[src/atcs_pkg.sv]
package atcs_pkg;
  // register word offsets (byte address = index * 4)
  localparam logic [3:0] OFS_COUNT   = 4'h0;  // timer_count
  localparam logic [3:0] OFS_COMPARE = 4'h1;  // compare_value
  localparam logic [3:0] OFS_CONTROL = 4'h2;  // timer_control
  localparam logic [3:0] OFS_ASYNC   = 4'h3;  // async_status_register
  localparam logic [3:0] OFS_SFR     = 4'h4;  // special_function_register
  localparam logic [3:0] OFS_IRQ     = 4'h5;  // irq enables and flags
  localparam logic [3:0] OFS_SLEEP   = 4'h6;  // sleep mode control
  // async status field positions
  localparam int BIT_CTL_UB  = 0;  // control_update_busy
  localparam int BIT_CMP_UB  = 1;  // compare_update_busy
  localparam int BIT_CNT_UB  = 2;  // count_update_busy
  localparam int BIT_ASEL    = 3;  // async_clock_select
  // special function register field
  localparam int BIT_PSR     = 1;  // prescaler_reset_bit
  // irq register fields
  localparam int BIT_OVF_IE  = 0;  // overflow_irq_enable
  localparam int BIT_CMP_IE  = 1;  // compare_irq_enable
  localparam int BIT_OVF_FL  = 2;  // overflow flag
  localparam int BIT_CMP_FL  = 3;  // compare_match_flag
  // sleep mode encodings
  localparam logic [2:0] SLP_NONE    = 3'h0;
  localparam logic [2:0] SLP_PSAVE   = 3'h3;
  localparam logic [2:0] SLP_PDOWN   = 3'h2;
  localparam logic [2:0] SLP_STANDBY = 3'h6;
  localparam logic [2:0] SLP_EXTSTBY = 3'h7;
  // reset values
  localparam logic [7:0] RST_BYTE    = 8'h00;
  // flag sync in processor cycles after the timer event
  localparam int FLAG_SYNC_CYC = 3;
  // clock select codes
  localparam logic [2:0] CS_STOP = 3'h0;
  localparam logic [2:0] CS_DIV1 = 3'h1;
  // prescaler width, enough for divide by 1024
  localparam int PRE_W = 10;
endpackage

[src/atcs_timer.sv]
// The Avalon-MM register port and the address map are this design's own decisions.
`timescale 1ns/1ps
// How it works
// - timer tick is enable from selected source
// - switching source may corrupt count, compare, control; here the switch leaves them as they stand
// - writes held, copied after second oscillator edge
// - separate temporary register per destination
// - busy flag high until transfer completes
// - compare match suppressed while count/compare pending
// - wake logic needs one oscillator cycle rearm
// - oscillator runs in async mode except power-down and standby
// - registers undefined after power-down or standby; here they keep their values
// - wake starts on next timer tick
// - count read via holding register per edge
// - flag sync three cycles plus timer cycle
// - compare pin driven from timer domain
// - source defaults to system clock, select switches
// - async select disconnects both oscillator pins
// - prescaler taps 1,8,32,64,128,256,1024 or stop
// - prescaler reset bit clears prescaler
// - clock select field encoding
module atcs_timer (
  input  wire logic        sys_clk,           // system clock, 125 MHz
  input  wire logic        sys_rst,           // synchronous reset, active high
  input  wire logic [4:0]  avs_address,       // byte address
  input  wire logic        avs_read,          // read strobe
  input  wire logic        avs_write,         // write strobe
  input  wire logic [31:0] avs_writedata,     // write data
  input  wire logic [3:0]  avs_byteenable,    // byte enables
  output logic [31:0]      avs_readdata,      // read data
  output logic             avs_waitrequest,   // stall
  output logic             avs_readdatavalid_unused, // tied low, reads answer with waitrequest
  input  wire logic        osc_input_pin,     // oscillator input level
  output logic             osc_output_pin,    // oscillator drive back to crystal
  output logic             osc_pins_port_en,  // high while pins serve general port
  output logic             osc_enable,        // oscillator running
  output logic             compare_out,       // compare output pin
  output logic             irq_wake,          // wake request to power control
  output logic             irq_out            // enabled flag pending
);
  typedef struct packed {
    logic [7:0]  count;        // timer_count
    logic [7:0]  compare;      // compare_value
    logic [7:0]  control;      // timer_control (clock select in low bits)
    logic [7:0]  tmp_count;    // temporary for count write
    logic [7:0]  tmp_compare;  // temporary for compare write
    logic [7:0]  tmp_control;  // temporary for control write
    logic        ub_count;     // count_update_busy
    logic        ub_compare;   // compare_update_busy
    logic        ub_control;   // control_update_busy
    logic [1:0]  ec_count;     // oscillator edges seen while pending
    logic [1:0]  ec_compare;
    logic [1:0]  ec_control;
    logic        asel;         // async_clock_select
    logic [9:0]  pre;          // prescaler counter
    logic [7:0]  hold;         // count holding register
    logic        ovf_ie;       // overflow_irq_enable
    logic        cmp_ie;       // compare_irq_enable
    logic        ovf_fl;       // overflow flag
    logic        cmp_fl;       // compare_match_flag
    logic        ovf_pend;     // timer-side overflow event
    logic        cmp_pend;     // timer-side compare event
    logic [1:0]  fsync;        // processor cycles of flag sync
    logic        wake_pend;    // condition seen, wake on next tick
    logic        wake;         // wake request
    logic        wake_armed;   // rearmed after one oscillator cycle
    logic [2:0]  sleep;        // sleep mode
    logic        cmp_pin;      // compare output level
    logic        blk_cmp;      // compare blocked on next tick
    logic        waitq;        // one stall cycle for reads
  } atcs_st_t;

  atcs_st_t st_r;    // state
  atcs_st_t st_nxt;  // next state

  logic osc_rise;    // rising oscillator edge pulse
  logic src_en;      // timer_source_clock enable
  logic tick;        // timer clock enable
  logic acc;         // bus access in progress
  logic [3:0] idx;   // register index

  // oscillator edge detector
  atcs_edge u_edge (
    .sys_clk  (sys_clk),
    .sys_rst  (sys_rst),
    .osc_in   (osc_input_pin),
    .osc_rise (osc_rise)
  );

  // prescaler tap selection
  function automatic logic tap(input logic [2:0] cs, input logic [9:0] p, input logic en);
    logic r;
    r = 1'b0;
    unique case (cs)
      3'h0: r = 1'b0;
      3'h1: r = en;
      3'h2: r = en & (p[2:0] == 3'h7);
      3'h3: r = en & (p[4:0] == 5'h1f);
      3'h4: r = en & (p[5:0] == 6'h3f);
      3'h5: r = en & (p[6:0] == 7'h7f);
      3'h6: r = en & (p[7:0] == 8'hff);
      3'h7: r = en & (p == 10'h3ff);
    endcase
    return r;
  endfunction

  // pending-write edge count: two edges complete a transfer
  function automatic logic [1:0] edge_step(input logic busy, input logic [1:0] c, input logic e);
    logic [1:0] r;
    r = c;
    if (busy && e) begin
      r = c + 2'h1;
    end
    return r;
  endfunction

  // source enable: system clock or oscillator edges
  assign src_en = st_r.asel ? osc_rise : 1'b1;
  assign tick   = tap(st_r.control[2:0], st_r.pre, src_en);
  assign acc    = avs_read | avs_write;
  assign idx    = avs_address[4:1] >> 1;

  // next-state logic
  always_comb begin
    logic       wr;
    logic       match;
    logic       ovf;
    logic       done_cnt;
    logic       done_cmp;
    logic       done_ctl;
    logic [7:0] nxt_cnt;
    wr       = 1'b0;
    match    = 1'b0;
    ovf      = 1'b0;
    done_cnt = 1'b0;
    done_cmp = 1'b0;
    done_ctl = 1'b0;
    nxt_cnt  = 8'h00;
    st_nxt   = st_r;
    wr       = avs_write & ~avs_waitrequest & avs_byteenable[0];
    // read stall toggles once per read
    st_nxt.waitq = avs_read & ~st_r.waitq;
    // prescaler advance on source enable
    if (src_en) begin
      st_nxt.pre = st_r.pre + 10'h001;
    end
    // counter advance and compare
    if (tick) begin
      nxt_cnt  = st_r.count + 8'h01;
      ovf      = (st_r.count == 8'hff);
      match    = (st_r.count == st_r.compare) && !st_r.blk_cmp
                 && !st_r.ub_count && !st_r.ub_compare;
      st_nxt.count   = nxt_cnt;
      st_nxt.blk_cmp = 1'b0;
      if (match) begin
        st_nxt.cmp_pin  = ~st_r.cmp_pin;
        st_nxt.cmp_pend = 1'b1;
      end
      if (ovf) begin
        st_nxt.ovf_pend = 1'b1;
      end
      // wake fires the tick after the condition
      if (st_r.wake_pend) begin
        st_nxt.wake      = 1'b1;
        st_nxt.wake_pend = 1'b0;
      end
      if ((match && st_r.cmp_ie) || (ovf && st_r.ovf_ie)) begin
        st_nxt.wake_pend = st_r.wake_armed;
        st_nxt.wake_armed = 1'b0;
      end
    end
    // wake logic rearms after one oscillator cycle without sleep
    if (osc_rise && !st_r.wake_armed && st_r.sleep == atcs_pkg::SLP_NONE) begin
      st_nxt.wake_armed = 1'b1;
      st_nxt.wake       = 1'b0;
    end
    // flag sync: timer-side event then three processor cycles
    if (st_r.ovf_pend || st_r.cmp_pend) begin
      st_nxt.fsync = st_r.fsync + 2'h1;
      if (st_r.fsync == 2'(atcs_pkg::FLAG_SYNC_CYC - 1)) begin
        st_nxt.fsync    = 2'h0;
        st_nxt.ovf_fl   = st_r.ovf_fl | st_r.ovf_pend;
        st_nxt.cmp_fl   = st_r.cmp_fl | st_r.cmp_pend;
        st_nxt.ovf_pend = 1'b0;
        st_nxt.cmp_pend = 1'b0;
      end
    end
    // holding register refresh per oscillator edge in async mode, every cycle in sync mode
    if (!st_r.asel || osc_rise) begin
      st_nxt.hold = st_nxt.count;
    end
    // pending transfers: count edges in async mode
    st_nxt.ec_count   = edge_step(st_r.ub_count, st_r.ec_count, osc_rise);
    st_nxt.ec_compare = edge_step(st_r.ub_compare, st_r.ec_compare, osc_rise);
    st_nxt.ec_control = edge_step(st_r.ub_control, st_r.ec_control, osc_rise);
    done_cnt = st_r.ub_count && (st_r.ec_count == 2'h2);
    done_cmp = st_r.ub_compare && (st_r.ec_compare == 2'h2);
    done_ctl = st_r.ub_control && (st_r.ec_control == 2'h2);
    if (done_cnt) begin
      st_nxt.count    = st_r.tmp_count;
      st_nxt.blk_cmp  = 1'b1;
      st_nxt.ub_count = 1'b0;
      st_nxt.ec_count = 2'h0;
    end
    if (done_cmp) begin
      st_nxt.compare    = st_r.tmp_compare;
      st_nxt.ub_compare = 1'b0;
      st_nxt.ec_compare = 2'h0;
    end
    if (done_ctl) begin
      st_nxt.control    = st_r.tmp_control;
      st_nxt.ub_control = 1'b0;
      st_nxt.ec_control = 2'h0;
    end
    // register writes
    if (wr) begin
      unique case (idx)
        atcs_pkg::OFS_COUNT: begin
          if (st_r.asel) begin
            st_nxt.tmp_count = avs_writedata[7:0];
            st_nxt.ub_count  = 1'b1;
            st_nxt.ec_count  = 2'h0;
          end else begin
            st_nxt.count   = avs_writedata[7:0];
            st_nxt.blk_cmp = 1'b1;
          end
        end
        atcs_pkg::OFS_COMPARE: begin
          if (st_r.asel) begin
            st_nxt.tmp_compare = avs_writedata[7:0];
            st_nxt.ub_compare  = 1'b1;
            st_nxt.ec_compare  = 2'h0;
          end else begin
            st_nxt.compare = avs_writedata[7:0];
          end
        end
        atcs_pkg::OFS_CONTROL: begin
          if (st_r.asel) begin
            st_nxt.tmp_control = avs_writedata[7:0];
            st_nxt.ub_control  = 1'b1;
            st_nxt.ec_control  = 2'h0;
          end else begin
            st_nxt.control = avs_writedata[7:0];
          end
        end
        atcs_pkg::OFS_ASYNC: begin
          // source switch leaves timer registers as they stand
          st_nxt.asel = avs_writedata[atcs_pkg::BIT_ASEL];
        end
        atcs_pkg::OFS_SFR: begin
          if (avs_writedata[atcs_pkg::BIT_PSR]) begin
            st_nxt.pre = 10'h000;
          end
        end
        atcs_pkg::OFS_IRQ: begin
          st_nxt.ovf_ie = avs_writedata[atcs_pkg::BIT_OVF_IE];
          st_nxt.cmp_ie = avs_writedata[atcs_pkg::BIT_CMP_IE];
          // write one clears, a same-cycle set wins
          if (avs_writedata[atcs_pkg::BIT_OVF_FL] && !st_nxt.ovf_fl) begin
            st_nxt.ovf_fl = 1'b0;
          end else if (avs_writedata[atcs_pkg::BIT_OVF_FL] && !(st_r.ovf_pend && st_nxt.fsync == 2'h0)) begin
            st_nxt.ovf_fl = 1'b0;
          end
          if (avs_writedata[atcs_pkg::BIT_CMP_FL] && !(st_r.cmp_pend && st_nxt.fsync == 2'h0)) begin
            st_nxt.cmp_fl = 1'b0;
          end
        end
        atcs_pkg::OFS_SLEEP: begin
          st_nxt.sleep = avs_writedata[2:0];
          if (avs_writedata[2:0] == atcs_pkg::SLP_NONE) begin
            st_nxt.wake = 1'b0;
          end
        end
        default: begin
          // unmapped: ignored
        end
      endcase
    end
  end

  // register state
  always_ff @(posedge sys_clk) begin
    if (sys_rst) begin
      st_r            <= '0;
      st_r.wake_armed <= 1'b1;
    end else begin
      st_r <= st_nxt;
    end
  end

  // read data mux, registered via stall cycle
  logic [31:0] rd_r;   // registered read data
  logic [31:0] rd_nxt; // next read data
  always_comb begin
    rd_nxt = 32'h0000_0000;
    unique case (idx)
      atcs_pkg::OFS_COUNT:   rd_nxt = {24'h000000, st_r.hold};
      atcs_pkg::OFS_COMPARE: rd_nxt = {24'h000000, st_r.compare};
      atcs_pkg::OFS_CONTROL: rd_nxt = {24'h000000, st_r.control};
      atcs_pkg::OFS_ASYNC:   rd_nxt = {28'h0000000, st_r.asel, st_r.ub_count,
                                       st_r.ub_compare, st_r.ub_control};
      atcs_pkg::OFS_IRQ:     rd_nxt = {28'h0000000, st_r.cmp_fl, st_r.ovf_fl,
                                       st_r.cmp_ie, st_r.ovf_ie};
      atcs_pkg::OFS_SLEEP:   rd_nxt = {29'h0000000, st_r.sleep};
      default:               rd_nxt = 32'h0000_0000;
    endcase
  end

  // read data register
  always_ff @(posedge sys_clk) begin
    if (sys_rst) begin
      rd_r <= 32'h0000_0000;
    end else if (avs_read && !st_r.waitq) begin
      rd_r <= rd_nxt;
    end
  end

  assign avs_readdata             = rd_r;
  assign avs_waitrequest          = avs_read & ~st_r.waitq;
  assign avs_readdatavalid_unused = 1'b0;
  // oscillator gating by sleep mode
  assign osc_enable       = st_r.asel && st_r.sleep != atcs_pkg::SLP_PDOWN
                            && st_r.sleep != atcs_pkg::SLP_STANDBY;
  assign osc_output_pin   = osc_enable & ~osc_input_pin;
  assign osc_pins_port_en = ~st_r.asel;
  assign compare_out      = st_r.cmp_pin;
  assign irq_wake         = st_r.wake;
  assign irq_out          = (st_r.ovf_fl & st_r.ovf_ie) | (st_r.cmp_fl & st_r.cmp_ie);
  logic unused_acc;
  assign unused_acc = acc;
endmodule

[src/atcs_edge.sv]
`timescale 1ns/1ps
// synchronises the oscillator input and marks each rising edge
module atcs_edge (
  input  wire logic sys_clk,    // system clock
  input  wire logic sys_rst,    // synchronous reset
  input  wire logic osc_in,     // raw oscillator level
  output logic      osc_rise    // one-cycle pulse per rising edge
);
  typedef struct packed {
    logic s1;   // first sync stage
    logic s2;   // second sync stage
    logic s3;   // delayed copy for edge detect
  } atcs_edge_st_t;

  atcs_edge_st_t st_r;   // state
  atcs_edge_st_t st_nxt; // next state

  // shift chain
  always_comb begin
    st_nxt    = st_r;
    st_nxt.s1 = osc_in;
    st_nxt.s2 = st_r.s1;
    st_nxt.s3 = st_r.s2;
  end

  // register state
  always_ff @(posedge sys_clk) begin
    if (sys_rst) begin
      st_r <= '0;
    end else begin
      st_r <= st_nxt;
    end
  end

  assign osc_rise = st_r.s2 & ~st_r.s3;
endmodule

[config.mk]
export PLATFORM = sky130hd
export DESIGN_NAME = atcs_timer
export DESIGN_NICKNAME = d
export VERILOG_FILES = /design/src/atcs_pkg.sv /design/src/atcs_timer.sv /design/src/atcs_edge.sv
export SDC_FILE = /design/constraint.sdc
export NUM_CORES = 1
export LEC_CHECK = 0
export ABC_AREA = 1
export BUFFER_PORTS_ARGS = -buffer_cell sky130_fd_sc_hd__buf_2
export CORE_AREA = 4 4 76 149
export CTS_CLUSTER_DIAMETER = 60
export DETAILED_ROUTE_END_ITERATION = 16
export DIE_AREA = 0 0 80 153
export PLACE_DENSITY = 0.73
export RECOVER_POWER = 25
export SETUP_SLACK_MARGIN = 0.4
export SYNTH_ARGS = -nofsm -noshare
export SYNTH_HDL_FRONTEND = slang
export SYNTH_SLANG_ARGS = --single-unit
export TNS_END_PERCENT = 50
[constraint.sdc]
create_clock -name sys_clk -period 2.1 [get_ports sys_clk]
set_clock_uncertainty 0.1 [all_clocks]
set_input_delay 0.42 -clock sys_clk [delete_from_list [all_inputs] [get_ports sys_clk]]
set_output_delay 0.42 -clock sys_clk [all_outputs]
set_load 0.005 [all_outputs]
* Word level (Yosys, flattened, before mapping)
Index checks and enable logic that the tools add are counted.
** Word-level totals
- Flip-flop bits (word level) :: 128
- Bits of input ports :: 46
- Output and inout bits :: 40
- Word-level logic and storage cells :: 203
** Cells by class
- Add/sub/neg operators :: 6
- Eq/ne operators :: 27
- Multiplexer cells :: 68
- Bitwise logic cells :: 22
- Reductions and logical operators :: 47
** Operators by type and width (count)
- $mux W8 :: 16
- $mux W68 :: 1
- $pmux W8 S6 :: 1
- $mux W2 :: 17
- $mux W10 :: 3
- $mux W1 :: 27
- $eq A3 B3 Y1 const B :: 8
- $logic_and A1 B1 Y1 :: 21
- $eq A8 B8 Y1 const B :: 2
- $and A1 B1 Y1 :: 13
- $eq A3 B2 Y1 const B :: 4
- $mux W6 :: 2
- $add A10 B1 Y10 const B :: 1
- $eq A10 B10 Y1 const B :: 1
- $reduce_and A2 Y1 :: 5
- $logic_not A1 Y1 :: 9
- $logic_not A3 Y1 :: 3
- $reduce_and A3 Y1 :: 3
- $add A2 B1 Y2 const B :: 4
- $add A8 B1 Y8 const B :: 1
- $eq A2 B2 Y1 const B :: 4
- $eq A8 B8 Y1 :: 1
- $pmux W1 S8 :: 1
- $eq A7 B7 Y1 const B :: 1
- 11 further kinds :: 21

* Depth between registers and ports, before layout
Gate-level depths: netlist of run 1.
- Word-level depth :: 16
- Depth in mapped cells :: 13
- Gate-level depth less buffers :: 12

* By module
A second synthesis of run 1 with hierarchy kept.
** Second synthesis, totals
- Cell total of the unflattened synthesis :: 677
- Area total of the unflattened synthesis :: 5071.1 um^2
** By module, submodules not included
- atcs_timer :: instances 1, cells an instance 667, area each 4984.8 um^2, seq. area each 2021.9 um^2
- atcs_edge :: instances 1, cells an instance 10, area each 86.3 um^2, seq. area each 60.1 um^2

* Least setup slack after synthesis of run 1
Ideal clock, no wire load.
- Path kind :: reg2reg
- From :: reg st_r[25] in the netlist's numbering
- To :: reg st_r[18] in the netlist's numbering
- Library setup time :: 0.110 ns
- Arrival :: 1.647 ns
- Required time :: 1.890 ns
- Setup slack :: 0.243 ns
- Stages on the path, launching flop included :: 14
- Path buffers :: 1
- Clock period less this slack :: 1.857 ns
- Cell sequence :: dfxtp_1 -> ha_1 -> nand3_2 -> inv_1 -> ha_1 -> o21ai_2 -> nand3_4 -> nand3_4 -> buf_12 -> nand2_4 -> nand2_1 -> nand2_1 -> nand3_1 -> inv_1
** Between the ends
- Word-level cells in the longest chain between the ends :: 4
- Elaborated cells on any way between the ends :: 14
- Those cells by class :: 6 x eq/ne; 2 x mux; 6 x bitwise
** Ends and longest elaborated chain
- start: declaration :: line atcs_timer.sv:73 : atcs_st_t st_r;
- start signal: assignment :: line atcs_timer.sv:287 : st_r <= st_nxt;
- $eq A10 B10 Y1, or another cell as far along :: line atcs_timer.sv:102 : 3'h7: r = en & (p == 10'h3ff);
- $and A1 B1 Y1, or another cell as far along :: line atcs_timer.sv:102
- $pmux W1 S8 (*) :: line atcs_timer.sv:94 : unique case (cs)
- $mux W8 (*) :: line atcs_timer.sv:148 : if (tick) begin
Every way passes the cells marked *; elsewhere a longest branch is shown, timed or not.
A chain may end at the register's enable or synchronous reset.

* Worst setup path after layout of run 1
- From :: reg st_r[0] in the netlist's numbering
- To :: out avs_waitrequest
** Between the ends
- Word-level cells in the longest chain between the ends :: 2
** Ends and longest elaborated chain
- $not A1 Y1 :: line atcs_timer.sv:319 : assign avs_waitrequest = avs_read & ~st_r.waitq;
- $and A1 B1 Y1 :: line atcs_timer.sv:319
- end: declaration :: line atcs_timer.sv:31 : output logic avs_waitrequest,
Every way passes these cells.

==> metrics.md, run 1 <==
| Metric | Value |
|---|---|
| GRT Total Usage | `23.1%` |
| Avg Cell Area, Syn | `7.65 sq um` |
| Placed instance count | `841` |
| Routed vias | `about 4.7k` |
| Die area | `12200 sq um` |
| Share of layout cells above drive strength 1 | `20.7%` |
| # rows | `between 50 and 60` |
| Layout Nets | `781` |
| Achievable Freq | `542 MHz` |
| Setup TNS | `0 ns` |
| Clock buffer depth | `2` |
| Top-count cell post-synth | `nand2_1` |
| Htree depth | `3` |
| Peak VDD IR | `0.525 mV` |
| Place WS | `0.164 ns` |
| Hold crit path type | `in -> reg` |
| CTS tree | `built` |
| RSZ-0062 raised after global routing | `yes` |
| Post-Syn Area | `5200 sq um` |
| WP data arrival | `1.32 ns` |
| Main synth FF type | `dfxtp_1` |
| FILL cells | `972` |
| Area Overhead vs Synth | `13.2%` |
| 1st-pass router iterations | `5` |
| Clk sinks | `104` |
| Drt drc | `0` |
| CP cell instances | `nor2_1 > clkbuf_1 > buf_2` |
| Initial antenna violation count | `0` |
| Clock Latency Late Sink | `0.35 ns` |
| Post-synth ARST share | `0%` |
| CP delay by family, top | `buffers and inverters` |
| Hold Fails Final Rpt | `0` |
| Commonest cells post-synth | `nand2_1, dfxtp_1, a21oi_1` |
| Unique masters post-synth | `45` |
| Synth area leaders | `dfxtp_1, nand2_1, a21oi_1` |
| Die Y | `153 microns` |
| Final setup viols | `0` |
| CORE AREA | `10100 sq um` |
| Drt total wl | `13700 microns` |
| Cell count after synthesis | `680` |
| Leakage | `2.55 nW` |
| EDFF count, synth | `0` |
| Initial Utilization | `51.3%` |
| Setup ws final | `0.256 ns` |
| Synth top area share | `40.0%` |
| Max-cap violations | `0` |
| Seq/Total Area, Yosys | `40.0%` |
| Pwr/cell area | `684 nW/um^2` |
| Relative slew slack | `31.7%` |
| Critical Path Max Stage Delay | `~0.36 ns` |
| Diode count | `0` |
| First-pass GRT wire length | `22200 microns` |
| Largest net degree at the start of global routing | `37` |
| I/O pin cnt | `between 80 and 90` |
| Startpoint types | `flip-flop` |
| PortBufs | `31` |
| Post-route minimum period | `around 1.8 ns` |
| Clock slew at reported path FFs | `0.07 ns` |
| Detail Placement HPWL | `10200 microns` |
| Number of synthesized register bits | `104` |
| CP max stage cell | `clkbuf_1` |
| Congestion Overflow GR | `0` |
| Worst path required time | `1.58 ns` |
| Worst path bufs/invs | `2` |
| Die Wd | `80 microns` |
| Vias in the first global route | `4638` |
| Initial detailed-routing violation count | `325` |
| CTS root buffer | `clkbuf_16` |
| Outcome | `finished clean` |
| Critical path type | `reg -> out` |
| Final slew viol count | `0` |
| Non-filler cells, final | `868` |
| Placer Congestion | `0.985` |
| Total CTS buffers | `9` |
| Slew @ Worst Pin | `1.02 ns` |
| Critical-path maximum fanout | `10` |
| Syn. warnings | `0` |
| Wire per inst | `15.7 microns` |
| Biggest area consumer among synthesized cells | `dfxtp_1` |
| Final worst path period share | `around 88%` |
| Detail-routed via count per cell | `~5.5` |
| Setup crit end kind | `output pin` |
| Antenna viol nets, final | `0` |
[flip-flops by register name, indices dropped and copies added, names as in the netlist]
signal	cells
u_edge.st_nxt	2
irq_wake	1
avs_readdata	8
st_r	91
u_edge.st_r	1
compare_out	1
[tightest hold or removal path, delay by kind of cell]
family | cells | cell delay (ns)
buffers and inverters | 2 | 0.15
and+or+nand+nor | 1 | 0.03
[kinds of logic after synthesis]
kind of cell               share of synthesized area [%]
AOI/OAI and AO/OA                                   17.8
muxes                                               3.46
other                                             0.0721
DFF                                                 40.0
buffers and inverters                               11.9
and+or+nand+nor                                     23.0
xor gates and xnor gates                            2.02
adders and majority gates                           1.68
[metrics by stage]
| stage | power (mW) | hold slack, ns | cell area [sq um] | util (%) |
|---|---|---|---|---|
| after floorplan | 2.28 | 0.288 | 5330 | - |
| after global placement | 2.33 | 0.299 | 5470 | 53.9 |
| after detailed placement | 2.34 | 0.301 | 5470 | 53.9 |
| after CTS | 4.04 | 0.186 | 5850 | 57.6 |
| after global routing | 4.16 | 0.202 | 5890 | 58.0 |
| final | 4.03 | 0.187 | 5890 | 58.0 |
[path summary, 6_finish.rpt]
path	cells after the start	to	startpoint	slack, ns
max	3	avs_waitrequest	st_r[0]$_SDFF_PP0_	0.26
min	3	u_edge.st_nxt[1]$_SDFF_PP0_	osc_input_pin	0.19
max reg2reg	8	st_r[63]$_SDFFE_PP0P_	st_r[0]$_SDFF_PP0_	0.28
min reg2reg	2	u_edge.st_nxt[0]$_SDFF_PP0_	u_edge.st_nxt[1]$_SDFF_PP0_	0.31
[cells in the final DEF (no fill, tap or decap), types with 13 or more instances in the layout]
master,netlist,routed
a21oi_1,85,84
o21ai_0,61,61
inv_1,64,64
dfxtp_1,104,99
conb_1,1,25
nand3_1,23,23
mux2_2,16,16
nand2_2,10,13
nand2_1,117,114
buf_4,29,21
nor2_1,42,42
buf_2,4,28
[layer usage]
layer | share of wire, % | track usage (%)
met4 | 6.8 | 15.4
met1 | 36 | 24.6
met3 | 5.4 | 4.06
met5 | 0 | 0
met2 | 52 | 40.1
[layout make-up]
cell class	count	area, sq um	share of cell area [%]
Sequential cell	104	2090	35.5
Timing Repair Buffer	57	368	6.25
Tap cell	135	169	2.87
Clock inverter	6	68.8	1.17
Inverter	79	303	5.14
Multi-Input combinational cell	477	2650	45.0
Clock buffer	10	239	4.06
[timing repair]
item	4_1_cts	5_1_grt
pin swaps	2	3
endpoints found under the setup margin	41	47
resized for setup	6	8
hold buffers	0	0
setup buffers	6	5
[report_power, final]
group          total [mW]  switching [mW]  leakage, nW  internal (mW)
registers            2.02          0.0260        0.842           2.00
clock network        1.72           0.758        0.137          0.959
logic               0.286           0.189         1.57         0.0973
No activity file was read; power rests on OpenSTA's default activity.
==> run 2: changes to the inputs <==
REMOVE_ABC_BUFFERS = 1   (was not set)
==> metrics.md, run 2 (synthesized netlist as in run 1, its figures left out) <==
| Metric | Value |
|---|---|
| Vias in the first global route | `4561` |
| Detail Placement HPWL | `9720 microns` |
| Setup crit end kind | `flip-flop` |
| Final setup viols | `0` |
| Critical-path maximum fanout | `4` |
| CP max stage cell | `dfxtp_2` |
| Post-CTS Hold Fix Bufs | `0` |
| Sequential cell area | `between 2000 and 2500 sq um` |
| Wire per inst | `16.0 microns` |
| Htree depth | `3` |
| Max FFs per register | `91` |
| Slew @ Worst Pin | `1.20 ns` |
| Comb power frac | `7.0%` |
| Initial antenna violation count | `0` |
| Detail-routed via count per cell | `5.49` |
| Final worst path period share | `88.6%` |
| GRT Total Usage | `a little under a quarter` |
| Achievable Freq | `537 MHz` |
| NetSw | `0.965 mW` |
| Placer Congestion | `0.936` |
| RSZ-0062 raised after global routing | `yes` |
| Relative slew slack | `19.7%` |
| Hold crit path type | `in -> reg` |
| CP delay by family, top | `simple AND/OR/NAND/NOR gates` |
| Pwr/cell area | `688 nW/um^2` |
| Die Y | `between 150 and 200 microns` |
| I/O pin cnt | `86` |
| Hold Fails Final Rpt | `0` |
| Switching share of power | `23.8%` |
| Largest net degree at the start of global routing | `69` |
| Final slew viol count | `0` |
| Clock Latency Late Sink | `0.35 ns` |
| PortBufs | `31` |
| CTS root buffer | `clkbuf_16` |
| Die area | `12200 sq um` |
| Internal power | `3.09 mW` |
| Leakage | `2.59 nW` |
| Die Wd | `80 microns` |
| Cell count along the critical path | `10` |
| Initial detailed-routing violation count | `approximately 320` |
| Clock slew at reported path FFs | `about 0.070 ns` |
| Clk sinks | `104` |
| Post-layout util | `58.0%` |
| Total CTS buffers | `9` |
| Critical Path Max Stage Delay | `0.34 ns` |
| FILL cells | `around 920` |
| Tot Pwr | `approximately 4.1 mW` |
| Peak VDD IR | `between 0.4 and 0.5 mV` |
| Worst path required time | `2.29 ns` |
| Setup TNS | `0 ns` |
| Share of layout cells above drive strength 1 | `19.8%` |
| Diode count | `0` |
| Drt drc | `0` |
| Startpoint types | `flip-flop` |
| CP cell instances | `ha_4 > nand3_4 > inv_2 > ha_4 > o21ai_4 > nand3_4 > buf_4 > nand4_1 > nand3_1 > a21oi_2` |
| Antenna viol nets, final | `0` |
| Drt total wl | `13800 microns` |
| Clock buffer depth | `2` |
| Initial Utilization | `51.3%` |
| DP Area | `between 5000 and 6000 sq um` |
| Routed vias | `4725` |
| Seq pwr share | `50.1%` |
| Critical path type | `reg -> reg` |
| Multi-input gate area | `2680 sq um` |
| Outcome | `finished clean` |
| Leading cell type in the layout, fill and taps excluded | `nand2_1` |
| # rows | `52` |
| Most flops, register | `st_r` |
| Clock Power Share | `43.0%` |
| CTS tree | `built` |
| WP data arrival | `2.05 ns` |
| R2r worst-path depth | `10` |
| First-pass GRT wire length | `21800 microns` |
| Most frequent cells in the layout | `nand2_1, dfxtp_1, a21oi_1, inv_1, o21ai_0` |
| Final Instance Area | `5890 sq um` |
| Congestion Overflow GR | `0` |
| Area Overhead vs Synth | `13.2%` |
| 1st-pass router iterations | `6` |
| CORE AREA | `10100 sq um` |
| Worst path bufs/invs | `2` |
| Layout Nets | `774` |
| Post-route minimum period | `1.86 ns` |
| Worst hold stages | `3` |
| Max-cap violations | `0` |
run 2: routing by layer:
metal | global-route usage [%] | vias up | routed length (microns)
li1 | - | 2291 | -
met1 | 24.6 | 2178 | 5030
met2 | 39.8 | 200 | 7080
met3 | 4.00 | 56 | 854
met4 | 14.2 | 0 | 810
met5 | 0 | - | 0
run 2: cell type report:
type	count	share of cell area, %
clock buffer	12	4.36
clock inverter	4	0.893
inverter	79	5.23
multi-input combinational	477	45.5
sequential	104	35.4
tap	135	2.87
timing repair buffer	50	5.67
run 2: final timing paths:
check | start | end | slack, ns
min | osc_input_pin | u_edge.st_nxt[1]$_SDFF_PP0_ | 0.19
max | st_r[26]$_SDFF_PP0_ | st_r[85]$_SDFF_PP0_ | 0.24
min reg2reg | u_edge.st_nxt[1]$_SDFF_PP0_ | u_edge.st_nxt[0]$_SDFF_PP0_ | 0.32
max reg2reg | st_r[26]$_SDFF_PP0_ | st_r[85]$_SDFF_PP0_ | 0.24
run 2: worst min-delay path, stage by stage:
cell	delay [ns]
buf_2	0.10
inv_1	0.04
nor2_1	0.03
run 2: power by group through the flow:
stage,registers (mW),clock network (mW),logic [mW]
3_3_place_gp,2.07,0,0.253
4_1_cts,2.03,1.74,0.275
2_1_floorplan,2.06,0,0.161
5_1_grt,2.03,1.81,0.316
3_5_place_dp,2.07,0,0.259
6_report,2.03,1.74,0.283
run 2: timing repair:
item,in CTS,in global routing
gates cloned,1,0
endpoints found under the setup margin,43,65
pin swaps,12,4
gates resized for setup,16,15
buffers inserted,5,6
run 2: metrics by stage:
| step | hold WS [ns] | cells | setup WS, ns |
|---|---|---|---|
| after floorplan | 0.288 | 660 | 0.160 |
| after global placement | 0.307 | 833 | 0.0740 |
| after detailed placement | 0.296 | 833 | 0.0566 |
| after CTS | 0.187 | 855 | 0.284 |
| after global routing | 0.195 | 861 | 0.136 |
| final | 0.187 | 861 | 0.239 |
